--- src/design/ldst_pkg.sv ---
// Shared types and constants for the load, store and transfer executor.
package ldst_pkg;

  localparam int ADDR_W = 16;
  localparam int DATA_W = 8;

  // Register file order: accumulator, X, Y, stack pointer.
  localparam logic [3:0][7:0] RST_GPR   = {8'hff, 8'h00, 8'h00, 8'h00};
  localparam logic            RST_FLAG  = 1'h0;
  localparam logic [2:0]      CNT_FIRST = 3'h1;
  localparam logic [2:0]      CNT_RST   = 3'h0;
  localparam logic [1:0]      BYTES_RST = 2'h0;
  localparam logic [7:0]      BYTE_ONE  = 8'h01;
  localparam logic [6:0]      PAGE_PAD  = 7'h00;

  typedef enum logic [5:0] {
    S_IDLE = 6'h01,
    S_ADDR = 6'h02,
    S_PLO  = 6'h04,
    S_PHI  = 6'h08,
    S_RD   = 6'h10,
    S_WAIT = 6'h20
  } ldst_state_t;

  typedef enum logic [2:0] {
    K_NONE, K_LOAD, K_STORE, K_STIMM, K_COPY, K_SWAPR, K_SWAPM
  } ldst_kind_t;

  typedef enum logic [3:0] {
    M_NONE, M_IMM, M_DP, M_DPX, M_DPY, M_ABS, M_ABSY, M_IDXIND, M_INDIDX, M_XIND
  } ldst_mode_t;

  typedef enum logic [1:0] {R_A, R_X, R_Y, R_SP} ldst_reg_t;

  typedef struct packed {
    ldst_kind_t  kind;
    ldst_mode_t  mode;
    ldst_reg_t   src;
    ldst_reg_t   dst;
    logic [1:0]  nbytes;
    logic [2:0]  ncyc;
    logic        nz;
    logic        incx;
    logic        legal;
  } ldst_entry_t;

endpackage : ldst_pkg

--- src/design/ldst_exec.sv ---
// Executor of the load, store, transfer and exchange instruction group.
`timescale 1ns/100ps
module ldst_exec
  import ldst_pkg::*;
(
  // Clock and reset.
  input  wire logic                      mclk,
  input  wire logic                      rstn,
  // Instruction hand-over from the fetch path.
  input  wire logic                      start,
  input  wire logic [7:0]                opcode,
  input  wire logic [7:0]                operand1,
  input  wire logic [7:0]                operand2,
  input  wire logic                      page_sel,
  // Execution status.
  output logic                           busy,
  output logic                           done,
  output logic                           illegal,
  output logic [1:0]                     byte_count,
  // Data memory.
  output logic [ldst_pkg::ADDR_W-1:0]    mem_addr,
  output logic                           mem_rd,
  output logic                           mem_wr,
  output logic [ldst_pkg::DATA_W-1:0]    mem_wdata,
  input  wire logic [ldst_pkg::DATA_W-1:0] mem_rdata,
  // Register file and flags.
  output logic [7:0]                     acc,
  output logic [7:0]                     idx_x,
  output logic [7:0]                     idx_y,
  output logic [7:0]                     stack_ptr,
  output logic                           flag_n,
  output logic                           flag_z
);

  ldst_entry_t           dec;
  ldst_entry_t           ent;
  ldst_state_t           state;
  ldst_state_t           next_state;
  logic [2:0]            cnt;
  logic [7:0]            op1;
  logic [7:0]            op2;
  logic                  page;
  logic [7:0]            ptr_lo;
  logic [7:0]            data_reg;
  logic [7:0]            gpr      [4];
  logic [7:0]            next_gpr [4];
  logic [ADDR_W-1:0]     next_addr;
  logic                  next_rd;
  logic                  next_wr;
  logic [7:0]            res;
  logic                  put_dst;
  logic                  put_src;

  ldst_decode u_dec
  (
    .opcode (opcode),
    .entry  (dec)
  );

  // Decode of the latched entry.
  wire logic       active    = (state != S_IDLE);
  wire logic       finish    = active && (cnt == ent.ncyc - CNT_FIRST);
  wire logic       take      = (state == S_IDLE) && start;
  wire logic       bad_op    = take && !dec.legal;
  wire logic       is_imm    = (ent.mode == M_IMM);
  wire logic       is_ptr    = (ent.mode == M_IDXIND) || (ent.mode == M_INDIDX);
  wire logic       is_swapm  = (ent.kind == K_SWAPM);
  wire logic       needs_rd  = ((ent.kind == K_LOAD) && !is_imm) || is_swapm;
  wire logic       needs_wr  = (ent.kind == K_STORE) || (ent.kind == K_STIMM);
  wire logic [7:0] src_val   = gpr[ent.src];
  wire logic [7:0] dst_val   = gpr[ent.dst];
  wire logic [7:0] dp_x      = op1 + idx_x;
  wire logic [7:0] dp_y      = op1 + idx_y;
  wire logic [7:0] page_hi   = {PAGE_PAD, page};

  // Data taken from memory is used the cycle it arrives, or from the holding copy.
  wire logic [7:0] load_val  = (state == S_RD) ? mem_rdata : data_reg;

  // Direct-page forms wrap inside the page; absolute forms carry into the high byte.
  wire logic [ADDR_W-1:0] abs_addr  = {op2, op1};
  wire logic [ADDR_W-1:0] absy_addr = abs_addr + {8'h00, idx_y};
  wire logic [ADDR_W-1:0] direct_addr =
    (ent.mode == M_DP)   ? {page_hi, op1}   :
    (ent.mode == M_DPX)  ? {page_hi, dp_x}  :
    (ent.mode == M_DPY)  ? {page_hi, dp_y}  :
    (ent.mode == M_ABS)  ? abs_addr         :
    (ent.mode == M_ABSY) ? absy_addr        :
                           {page_hi, idx_x};

  // Pointer low byte sits in the direct page; the high byte follows with wrap.
  wire logic [ADDR_W-1:0] ptr_first =
    (ent.mode == M_IDXIND) ? {page_hi, dp_x} : {page_hi, op1};
  wire logic [ADDR_W-1:0] ptr_next  = {mem_addr[15:8], mem_addr[7:0] + BYTE_ONE};
  wire logic [ADDR_W-1:0] ptr_eff   =
    {mem_rdata, ptr_lo} + ((ent.mode == M_INDIDX) ? {8'h00, idx_y} : 16'h0000);

  // Byte written: immediate, accumulator for a swap, else the source register.
  wire logic [7:0] wr_val =
    (ent.kind == K_STIMM) ? op2 :
    is_swapm              ? acc :
                            src_val;

  // Sequencer and memory requests.
  always_comb
  begin
    next_state = state;
    next_addr  = mem_addr;
    next_rd    = 1'h0;
    next_wr    = 1'h0;
    case (state)
      S_IDLE:
      begin
        if (take && dec.legal)
        begin
          next_state = S_ADDR;
        end
      end
      S_ADDR:
      begin
        if (is_ptr)
        begin
          next_addr  = ptr_first;
          next_rd    = 1'h1;
          next_state = S_PLO;
        end
        else if (needs_rd)
        begin
          next_addr  = direct_addr;
          next_rd    = 1'h1;
          next_state = S_RD;
        end
        else if (needs_wr)
        begin
          next_addr  = direct_addr;
          next_wr    = 1'h1;
          next_state = S_WAIT;
        end
        else
        begin
          next_state = S_WAIT;
        end
      end
      S_PLO:
      begin
        next_addr  = ptr_next;
        next_rd    = 1'h1;
        next_state = S_PHI;
      end
      S_PHI:
      begin
        next_addr  = ptr_eff;
        next_rd    = needs_rd;
        next_wr    = needs_wr;
        next_state = needs_rd ? S_RD : S_WAIT;
      end
      S_RD:
      begin
        // A swap writes the old accumulator back to the byte just read.
        next_wr    = is_swapm;
        next_state = S_WAIT;
      end
      S_WAIT:
      begin
        next_state = S_WAIT;
      end
      default:
      begin
        next_state = S_IDLE;
      end
    endcase
    // The cycle count from the table, not the access pattern, ends every instruction.
    if (finish)
    begin
      next_state = S_IDLE;
    end
  end

  // Result of the instruction, applied only in its last cycle.
  always_comb
  begin
    res     = src_val;
    put_dst = 1'h0;
    put_src = 1'h0;
    case (ent.kind)
      K_LOAD:
      begin
        res     = is_imm ? op1 : load_val;
        put_dst = finish;
      end
      K_COPY:
      begin
        res     = src_val;
        put_dst = finish;
      end
      K_SWAPR:
      begin
        res     = src_val;
        put_dst = finish;
        put_src = finish;
      end
      K_SWAPM:
      begin
        res     = load_val;
        put_dst = finish;
      end
      default:
      begin
        res     = src_val;
        put_dst = 1'h0;
        put_src = 1'h0;
      end
    endcase
  end

  // Flags change only where the entry marks them; all else holds.
  wire logic upd_nz = finish && ent.nz;
  wire logic next_n = upd_nz ? res[7] : flag_n;
  wire logic next_z = upd_nz ? (res == 8'h00) : flag_z;

  genvar gi;
  generate
    for (gi = 0; gi < 4; gi++)
    begin : g_reg
      wire logic hit_dst = put_dst && (ent.dst == ldst_reg_t'(gi));
      wire logic hit_src = put_src && (ent.src == ldst_reg_t'(gi));
      wire logic hit_inc = finish && ent.incx && (gi == int'(R_X));
      assign next_gpr[gi] = hit_dst ? res :
                            hit_src ? dst_val :
                            hit_inc ? gpr[gi] + BYTE_ONE :
                                      gpr[gi];
      always_ff @(posedge mclk or negedge rstn)
      begin
        if (!rstn)
          gpr[gi] <= RST_GPR[gi];
        else
          gpr[gi] <= next_gpr[gi];
      end
    end
  endgenerate

  // Latch the instruction when it is taken.
  always_ff @(posedge mclk or negedge rstn)
  begin
    if (!rstn)
    begin
      ent  <= '{K_NONE, M_NONE, R_A, R_A, 2'h0, 3'h2, 1'h0, 1'h0, 1'h0};
      op1  <= 8'h00;
      op2  <= 8'h00;
      page <= 1'h0;
    end
    else if (take)
    begin
      ent  <= dec;
      op1  <= operand1;
      op2  <= operand2;
      page <= page_sel;
    end
  end

  always_ff @(posedge mclk or negedge rstn)
  begin
    if (!rstn)
    begin
      state <= S_IDLE;
      cnt   <= CNT_RST;
    end
    else
    begin
      state <= next_state;
      cnt   <= take ? CNT_FIRST : (active ? cnt + CNT_FIRST : CNT_RST);
    end
  end

  // Pointer low byte and read data are held for the later cycles.
  always_ff @(posedge mclk or negedge rstn)
  begin
    if (!rstn)
    begin
      ptr_lo   <= 8'h00;
      data_reg <= 8'h00;
    end
    else
    begin
      ptr_lo   <= (state == S_PLO) ? mem_rdata : ptr_lo;
      data_reg <= (state == S_RD) ? mem_rdata : data_reg;
    end
  end

  always_ff @(posedge mclk or negedge rstn)
  begin
    if (!rstn)
    begin
      mem_addr  <= {ADDR_W{1'b0}};
      mem_rd    <= 1'h0;
      mem_wr    <= 1'h0;
      mem_wdata <= 8'h00;
    end
    else
    begin
      mem_addr  <= next_addr;
      mem_rd    <= next_rd;
      mem_wr    <= next_wr;
      mem_wdata <= next_wr ? wr_val : mem_wdata;
    end
  end

  always_ff @(posedge mclk or negedge rstn)
  begin
    if (!rstn)
    begin
      flag_n     <= RST_FLAG;
      flag_z     <= RST_FLAG;
      busy       <= 1'h0;
      done       <= 1'h0;
      illegal    <= 1'h0;
      byte_count <= BYTES_RST;
    end
    else
    begin
      flag_n     <= next_n;
      flag_z     <= next_z;
      busy       <= (next_state != S_IDLE);
      done       <= finish || bad_op;
      illegal    <= bad_op;
      byte_count <= take ? dec.nbytes : byte_count;
    end
  end

  assign acc       = gpr[R_A];
  assign idx_x     = gpr[R_X];
  assign idx_y     = gpr[R_Y];
  assign stack_ptr = gpr[R_SP];

endmodule : ldst_exec

--- src/design/ldst_decode.sv ---
// Opcode table of the load, store, transfer and exchange group.
`timescale 1ns/100ps
module ldst_decode
  import ldst_pkg::*;
(
  // Opcode in.
  input  wire logic [7:0]  opcode,
  // Decoded entry out.
  output ldst_pkg::ldst_entry_t entry
);

  function automatic ldst_entry_t mk(ldst_kind_t k, ldst_mode_t m, ldst_reg_t s,
                                     ldst_reg_t d, logic [1:0] b, logic [2:0] c,
                                     logic nz, logic inc);
    ldst_entry_t e;
    e = '{k, m, s, d, b, c, nz, inc, 1'h1};
    return e;
  endfunction : mk

  function automatic ldst_entry_t lookup(logic [7:0] op);
    ldst_entry_t e;
    e = '{K_NONE, M_NONE, R_A, R_A, 2'h0, 3'h2, 1'h0, 1'h0, 1'h0};
    case (op)
      8'hc4: e = mk(K_LOAD, M_IMM, R_A, R_A, 2'h2, 3'h2, 1'h1, 1'h0);
      8'hc5: e = mk(K_LOAD, M_DP, R_A, R_A, 2'h2, 3'h3, 1'h1, 1'h0);
      8'hc6: e = mk(K_LOAD, M_DPX, R_A, R_A, 2'h2, 3'h4, 1'h1, 1'h0);
      8'hc7: e = mk(K_LOAD, M_ABS, R_A, R_A, 2'h3, 3'h4, 1'h1, 1'h0);
      8'hd5: e = mk(K_LOAD, M_ABSY, R_A, R_A, 2'h3, 3'h5, 1'h1, 1'h0);
      8'hd6: e = mk(K_LOAD, M_IDXIND, R_A, R_A, 2'h2, 3'h6, 1'h1, 1'h0);
      8'hd7: e = mk(K_LOAD, M_INDIDX, R_A, R_A, 2'h2, 3'h6, 1'h1, 1'h0);
      8'hd4: e = mk(K_LOAD, M_XIND, R_A, R_A, 2'h1, 3'h3, 1'h1, 1'h0);
      8'hdb: e = mk(K_LOAD, M_XIND, R_A, R_A, 2'h1, 3'h4, 1'h1, 1'h1);
      8'he4: e = mk(K_STIMM, M_DP, R_A, R_A, 2'h3, 3'h5, 1'h0, 1'h0);
      8'h1e: e = mk(K_LOAD, M_IMM, R_X, R_X, 2'h2, 3'h2, 1'h1, 1'h0);
      8'hcc: e = mk(K_LOAD, M_DP, R_X, R_X, 2'h2, 3'h3, 1'h1, 1'h0);
      8'hcd: e = mk(K_LOAD, M_DPY, R_X, R_X, 2'h2, 3'h4, 1'h1, 1'h0);
      8'hdc: e = mk(K_LOAD, M_ABS, R_X, R_X, 2'h3, 3'h4, 1'h1, 1'h0);
      8'h3e: e = mk(K_LOAD, M_IMM, R_Y, R_Y, 2'h2, 3'h2, 1'h1, 1'h0);
      8'hc9: e = mk(K_LOAD, M_DP, R_Y, R_Y, 2'h2, 3'h3, 1'h1, 1'h0);
      8'hd9: e = mk(K_LOAD, M_DPX, R_Y, R_Y, 2'h2, 3'h4, 1'h1, 1'h0);
      8'hd8: e = mk(K_LOAD, M_ABS, R_Y, R_Y, 2'h3, 3'h4, 1'h1, 1'h0);
      8'he5: e = mk(K_STORE, M_DP, R_A, R_A, 2'h2, 3'h4, 1'h0, 1'h0);
      8'he6: e = mk(K_STORE, M_DPX, R_A, R_A, 2'h2, 3'h5, 1'h0, 1'h0);
      8'he7: e = mk(K_STORE, M_ABS, R_A, R_A, 2'h3, 3'h5, 1'h0, 1'h0);
      8'hf5: e = mk(K_STORE, M_ABSY, R_A, R_A, 2'h3, 3'h6, 1'h0, 1'h0);
      8'hf6: e = mk(K_STORE, M_IDXIND, R_A, R_A, 2'h2, 3'h7, 1'h0, 1'h0);
      8'hf7: e = mk(K_STORE, M_INDIDX, R_A, R_A, 2'h2, 3'h7, 1'h0, 1'h0);
      8'hf4: e = mk(K_STORE, M_XIND, R_A, R_A, 2'h1, 3'h4, 1'h0, 1'h0);
      8'hfb: e = mk(K_STORE, M_XIND, R_A, R_A, 2'h1, 3'h4, 1'h0, 1'h1);
      8'hec: e = mk(K_STORE, M_DP, R_X, R_X, 2'h2, 3'h4, 1'h0, 1'h0);
      8'hed: e = mk(K_STORE, M_DPY, R_X, R_X, 2'h2, 3'h5, 1'h0, 1'h0);
      8'hfc: e = mk(K_STORE, M_ABS, R_X, R_X, 2'h3, 3'h5, 1'h0, 1'h0);
      8'he9: e = mk(K_STORE, M_DP, R_Y, R_Y, 2'h2, 3'h4, 1'h0, 1'h0);
      8'hf9: e = mk(K_STORE, M_DPX, R_Y, R_Y, 2'h2, 3'h5, 1'h0, 1'h0);
      8'hf8: e = mk(K_STORE, M_ABS, R_Y, R_Y, 2'h3, 3'h5, 1'h0, 1'h0);
      8'he8: e = mk(K_COPY, M_NONE, R_A, R_X, 2'h1, 3'h2, 1'h1, 1'h0);
      8'h9f: e = mk(K_COPY, M_NONE, R_A, R_Y, 2'h1, 3'h2, 1'h1, 1'h0);
      8'hae: e = mk(K_COPY, M_NONE, R_SP, R_X, 2'h1, 3'h2, 1'h1, 1'h0);
      8'hc8: e = mk(K_COPY, M_NONE, R_X, R_A, 2'h1, 3'h2, 1'h1, 1'h0);
      8'h8e: e = mk(K_COPY, M_NONE, R_X, R_SP, 2'h1, 3'h2, 1'h1, 1'h0);
      8'hbf: e = mk(K_COPY, M_NONE, R_Y, R_A, 2'h1, 3'h2, 1'h1, 1'h0);
      8'hee: e = mk(K_SWAPR, M_NONE, R_X, R_A, 2'h1, 3'h4, 1'h0, 1'h0);
      8'hde: e = mk(K_SWAPR, M_NONE, R_Y, R_A, 2'h1, 3'h4, 1'h0, 1'h0);
      8'hfe: e = mk(K_SWAPR, M_NONE, R_X, R_Y, 2'h1, 3'h4, 1'h0, 1'h0);
      8'hbc: e = mk(K_SWAPM, M_DP, R_A, R_A, 2'h2, 3'h5, 1'h1, 1'h0);
      8'had: e = mk(K_SWAPM, M_DPX, R_A, R_A, 2'h2, 3'h6, 1'h1, 1'h0);
      8'hbb: e = mk(K_SWAPM, M_XIND, R_A, R_A, 2'h1, 3'h5, 1'h1, 1'h0);
      default: e.legal = 1'h0;
    endcase
    return e;
  endfunction : lookup

  assign entry = lookup(opcode);

endmodule : ldst_decode

--- config.mk ---
export PLATFORM = sky130hd
export DESIGN_NAME = ldst_exec
export DESIGN_NICKNAME = d
export VERILOG_FILES = /design/src/design/ldst_pkg.sv /design/src/design/ldst_exec.sv /design/src/design/ldst_decode.sv
export SDC_FILE = /design/constraint.sdc
export NUM_CORES = 1
export LEC_CHECK = 0
export ABC_AREA = 0
export BUFFER_PORTS_ARGS = -buffer_cell sky130_fd_sc_hd__buf_4
export CORE_AREA = 2 2 160 162
export CTS_CLUSTER_SIZE = 12
export DETAILED_ROUTE_END_ITERATION = 12
export DIE_AREA = 0 0 162 164
export PLACE_DENSITY = 0.6
export SLEW_MARGIN = 20
export SYNTH_ARGS = -nofsm -noshare
export SYNTH_HDL_FRONTEND = slang
export SYNTH_SLANG_ARGS = --single-unit
--- constraint.sdc ---
create_clock -name mclk -period 7.8 [get_ports mclk]
set_input_delay 1.95 -clock mclk [delete_from_list [all_inputs] [get_ports mclk]]
set_output_delay 1.95 -clock mclk [all_outputs]
set_load 0.01 [all_outputs]
==> summary.txt <==
GRT
  – First-pass GRT wire length: between 50 and 60 mm
  – Grt ovf: 0
  – Vias in the first global route: between 9000 and 10000
  – Largest net degree at the start of global routing: just under 70
  – Total track usage: 0.266
  – Initial antenna violation count: 0

Layout
  – Largest regs: ent x16, mem_addr x16
  – Reg area: around 3100 um2
  – Most common cell after layout, fill and taps aside: nand2_1
  – Ant diodes: 0
  – Layout cells sized above 1: 0.171
  – Area of the multi-input gates: approximately 6300 um2
  – Final nets: ~1300
  – Area grow syn2layout: 15.3%
  – Commonest cells after routing, fill and taps aside: 157 x nand2_1, 113 x dfrtp_1, 110 x buf_4
  – Fillers: around 2500

STA
  – Fmax achieved: roughly 260 MHz
  – Unrepaired setup endpoints after global routing: no
  – Worst-Margin Slew: 1070 ps
  – Pins over their slew limit: 0
  – Hold Vio Cnt, Final: 0
  – Final worst slack: about 4000 ps
  – Slew HR: 0.281
  – Final worst-path cycle share: 0.499
  – Max Clock Skew: between 10 and 15 ps
  – Setup_tns: 0 ps
  – Setup-failing EPs final: 0
  – Min Tclk post-route: 3890 ps

Die
  – Die Ht: ~160 um
  – Die area: roughly 27000 um2
  – Die width: between 150 and 200 um
  – Num rows: 58
  – Io pins: 101
  – Core Region: around 25000 um2
  – Initial Util: 0.396

Worst setup path
  – Worst endpoint required time: 8150 ps
  – Critical path launch point type: input pin
  – Worst Setup Path Type: in -> reg
  – CP Capture Type: flop
  – CP max FO: 20
  – Arr. time, crit path: 4240 ps

Job
  – Max-cap violation count: 0

Synthesis
  – FFs w/ async S/R, synth: 1.00
  – Largest family of logic cells by synthesized area: compound AO/OA/AOI/OAI gates
  – Mux cell area share after synthesis: 0.103
  – Post-synth EDFFs: 0
  – Adder-cell share of the synthesized area: 0.0405
  – Register bit total from synthesis: 123
  – Mapped Cells: 1188
  – Ys flop type: dfrtp_1
  – Post-synth top area cell: dfrtp_1
  – Post-Synth Simple-Gate Area: 0.228
  – Syn_nets: roughly 1300
  – Post-synthesis xor/xnor area fraction: 0.0408
  – Distinct cell type count after synthesis: 91
  – Synth area leaders: dfrtp_1 29%, nand2_1 6.0%, o21ai_0 5.0%
  – Area share of the largest cell type after synthesis: 0.288
  – Post-Syn Area per Cell: approximately 8.3 um2
  – Warnings from Yosys: 0
  – Sequential fraction of the synthesis area: 0.315
  – Complex-gate fraction of the synthesized area: 0.230
  – Synth Cell Area: ~9800 um2

Clock network
  – CTS tree: done
  – CTS resizes: 0
  – Postcts setup bufs: 0
  – Clock latency on the worst-skew pair: between 400 and 500 ps
  – CTS max path bufs: 2
  – CTS sink cnt: roughly 120
  – Root buf cell: clkbuf_16
  – H-Tree Depth: 4
  – Clock Pin Slew Worst Setup and Hold Paths: roughly 60 ps
  – Clock buffer count from CTS: 17
  – Cts hold-fix bufs: 0

Place
  – Pre-CTS setup slack: approximately 3500 ps
  – PortBufs: 100
  – Post-DP HPWL: ~26 mm
  – GP Congestion: 0.931

Detailed routing
  – Vias per cell: between 6 and 7
  – Routed WL per cell: approximately 22 um
  – DRC: 0
  – Starting DRT DRC Count: 1189
  – Antenna viol nets, final: 0
  – Final WL: roughly 35 mm
  – Vias: approximately 9700
  – Total iterations of the first detailed-routing run: 7

Power and ir drop
  – Leakage: roughly 4.7 nW
  – VDD IR-drop max: roughly 0.00015 V
  – Cell Pwr Density: ~370 nW/um2

Min path
  – Min-delay worst type: reg -> reg

Outcome
  – Status: complete, no violations
==> cells in the mapped netlist (all sizes together) (11+ instances only) <==
master	instances
buf	21
nand3	29
ha	27
a21oi	69
mux2	39
clkbuf	60
mux2i	37
and2	15
nand4	11
nand2	157
a211oi	17
a31oi	16
nand2b	18
nor3	29
xor2	20
inv	25
dfrtp	113
xnor2	23
o221ai	12
nor2	101
o21ai	101
o22ai	29
nor2b	22
==> final cells by class <==
type                       instances  area share
clock buffer                      18      0.0379
tap                              330      0.0365
clock inverter                    14      0.0144
inverter                          26     0.00862
sequential                       123       0.273
multi-input combinational        958       0.557
timing repair buffer             110      0.0729
==> stage by stage <==
stage	instances	total power, mW	cell area, um2	hold WS [ps]	util
2_1_floorplan	1188	2.47	9820	459	-
3_3_place_gp	1547	3.28	10700	462	0.432
3_5_place_dp	1547	3.31	10700	477	0.432
4_1_cts	1579	4.12	11300	490	0.456
5_1_grt	1579	4.41	11300	510	0.456
6_report	1579	4.15	11300	484	0.456
==> critical path: stages <==
cell and delay (ps):
buf_4 200, and2_0 700, nand3_1 330, o21ai_0 240, a31oi_1 100, and4b_1 230, and3_4 200, a211o_1 290
==> final timing paths <==
kind / endpoint / depth (start not counted) / from / slack (ps)
worst max-delay path: state[0]$_DFF_PN1_ / 8 / opcode[6] / 3910
worst min-delay path: mem_addr[8]$_DFFE_PN0P_ / 2 / mem_addr[8]$_DFFE_PN0P_ / 480
worst max register to register: acc[7]$_DFFE_PN0P_ / 10 / ent[4]$_DFFE_PN1P_ / 4420
worst min register to register: mem_addr[8]$_DFFE_PN0P_ / 2 / mem_addr[8]$_DFFE_PN0P_ / 480
max in group asynchronous: mem_wdata[7]$_DFFE_PN0P_ / 2 / rstn / 4920
min in group asynchronous: mem_rd$_DFF_PN0_ / 1 / rstn / 1620
==> per-layer routing <==
metal / GRT usage / part of all wire
met5: 0 / 0
met4: 0.0929 / 0.031
met3: 0.0573 / 0.084
met2: 0.415 / 0.46
met1: 0.365 / 0.43
==> where the power goes <==
| part | total [mW] | switching, mW | leakage [nW] | internal [mW] |
|---|---|---|---|---|
| Sequential | 1.26 | 0.418 | 1.45 | 0.844 |
| Clock | 0.801 | 0.323 | 0.281 | 0.478 |
| Combinational | 2.09 | 1.22 | 2.95 | 0.871 |
| Total | 4.15 | 1.96 | 4.68 | 2.19 |
==> logic make-up (layout without fill, tap and decap cells) <==
family	Yosys count	in the layout
xor+xnor	44	44
compound gates	346	346
simple gates	453	453
mux	85	85
buf+inv	107	168
fa+ha+maj	30	30
flops	123	123
Power figures use the tool's default switching activity.
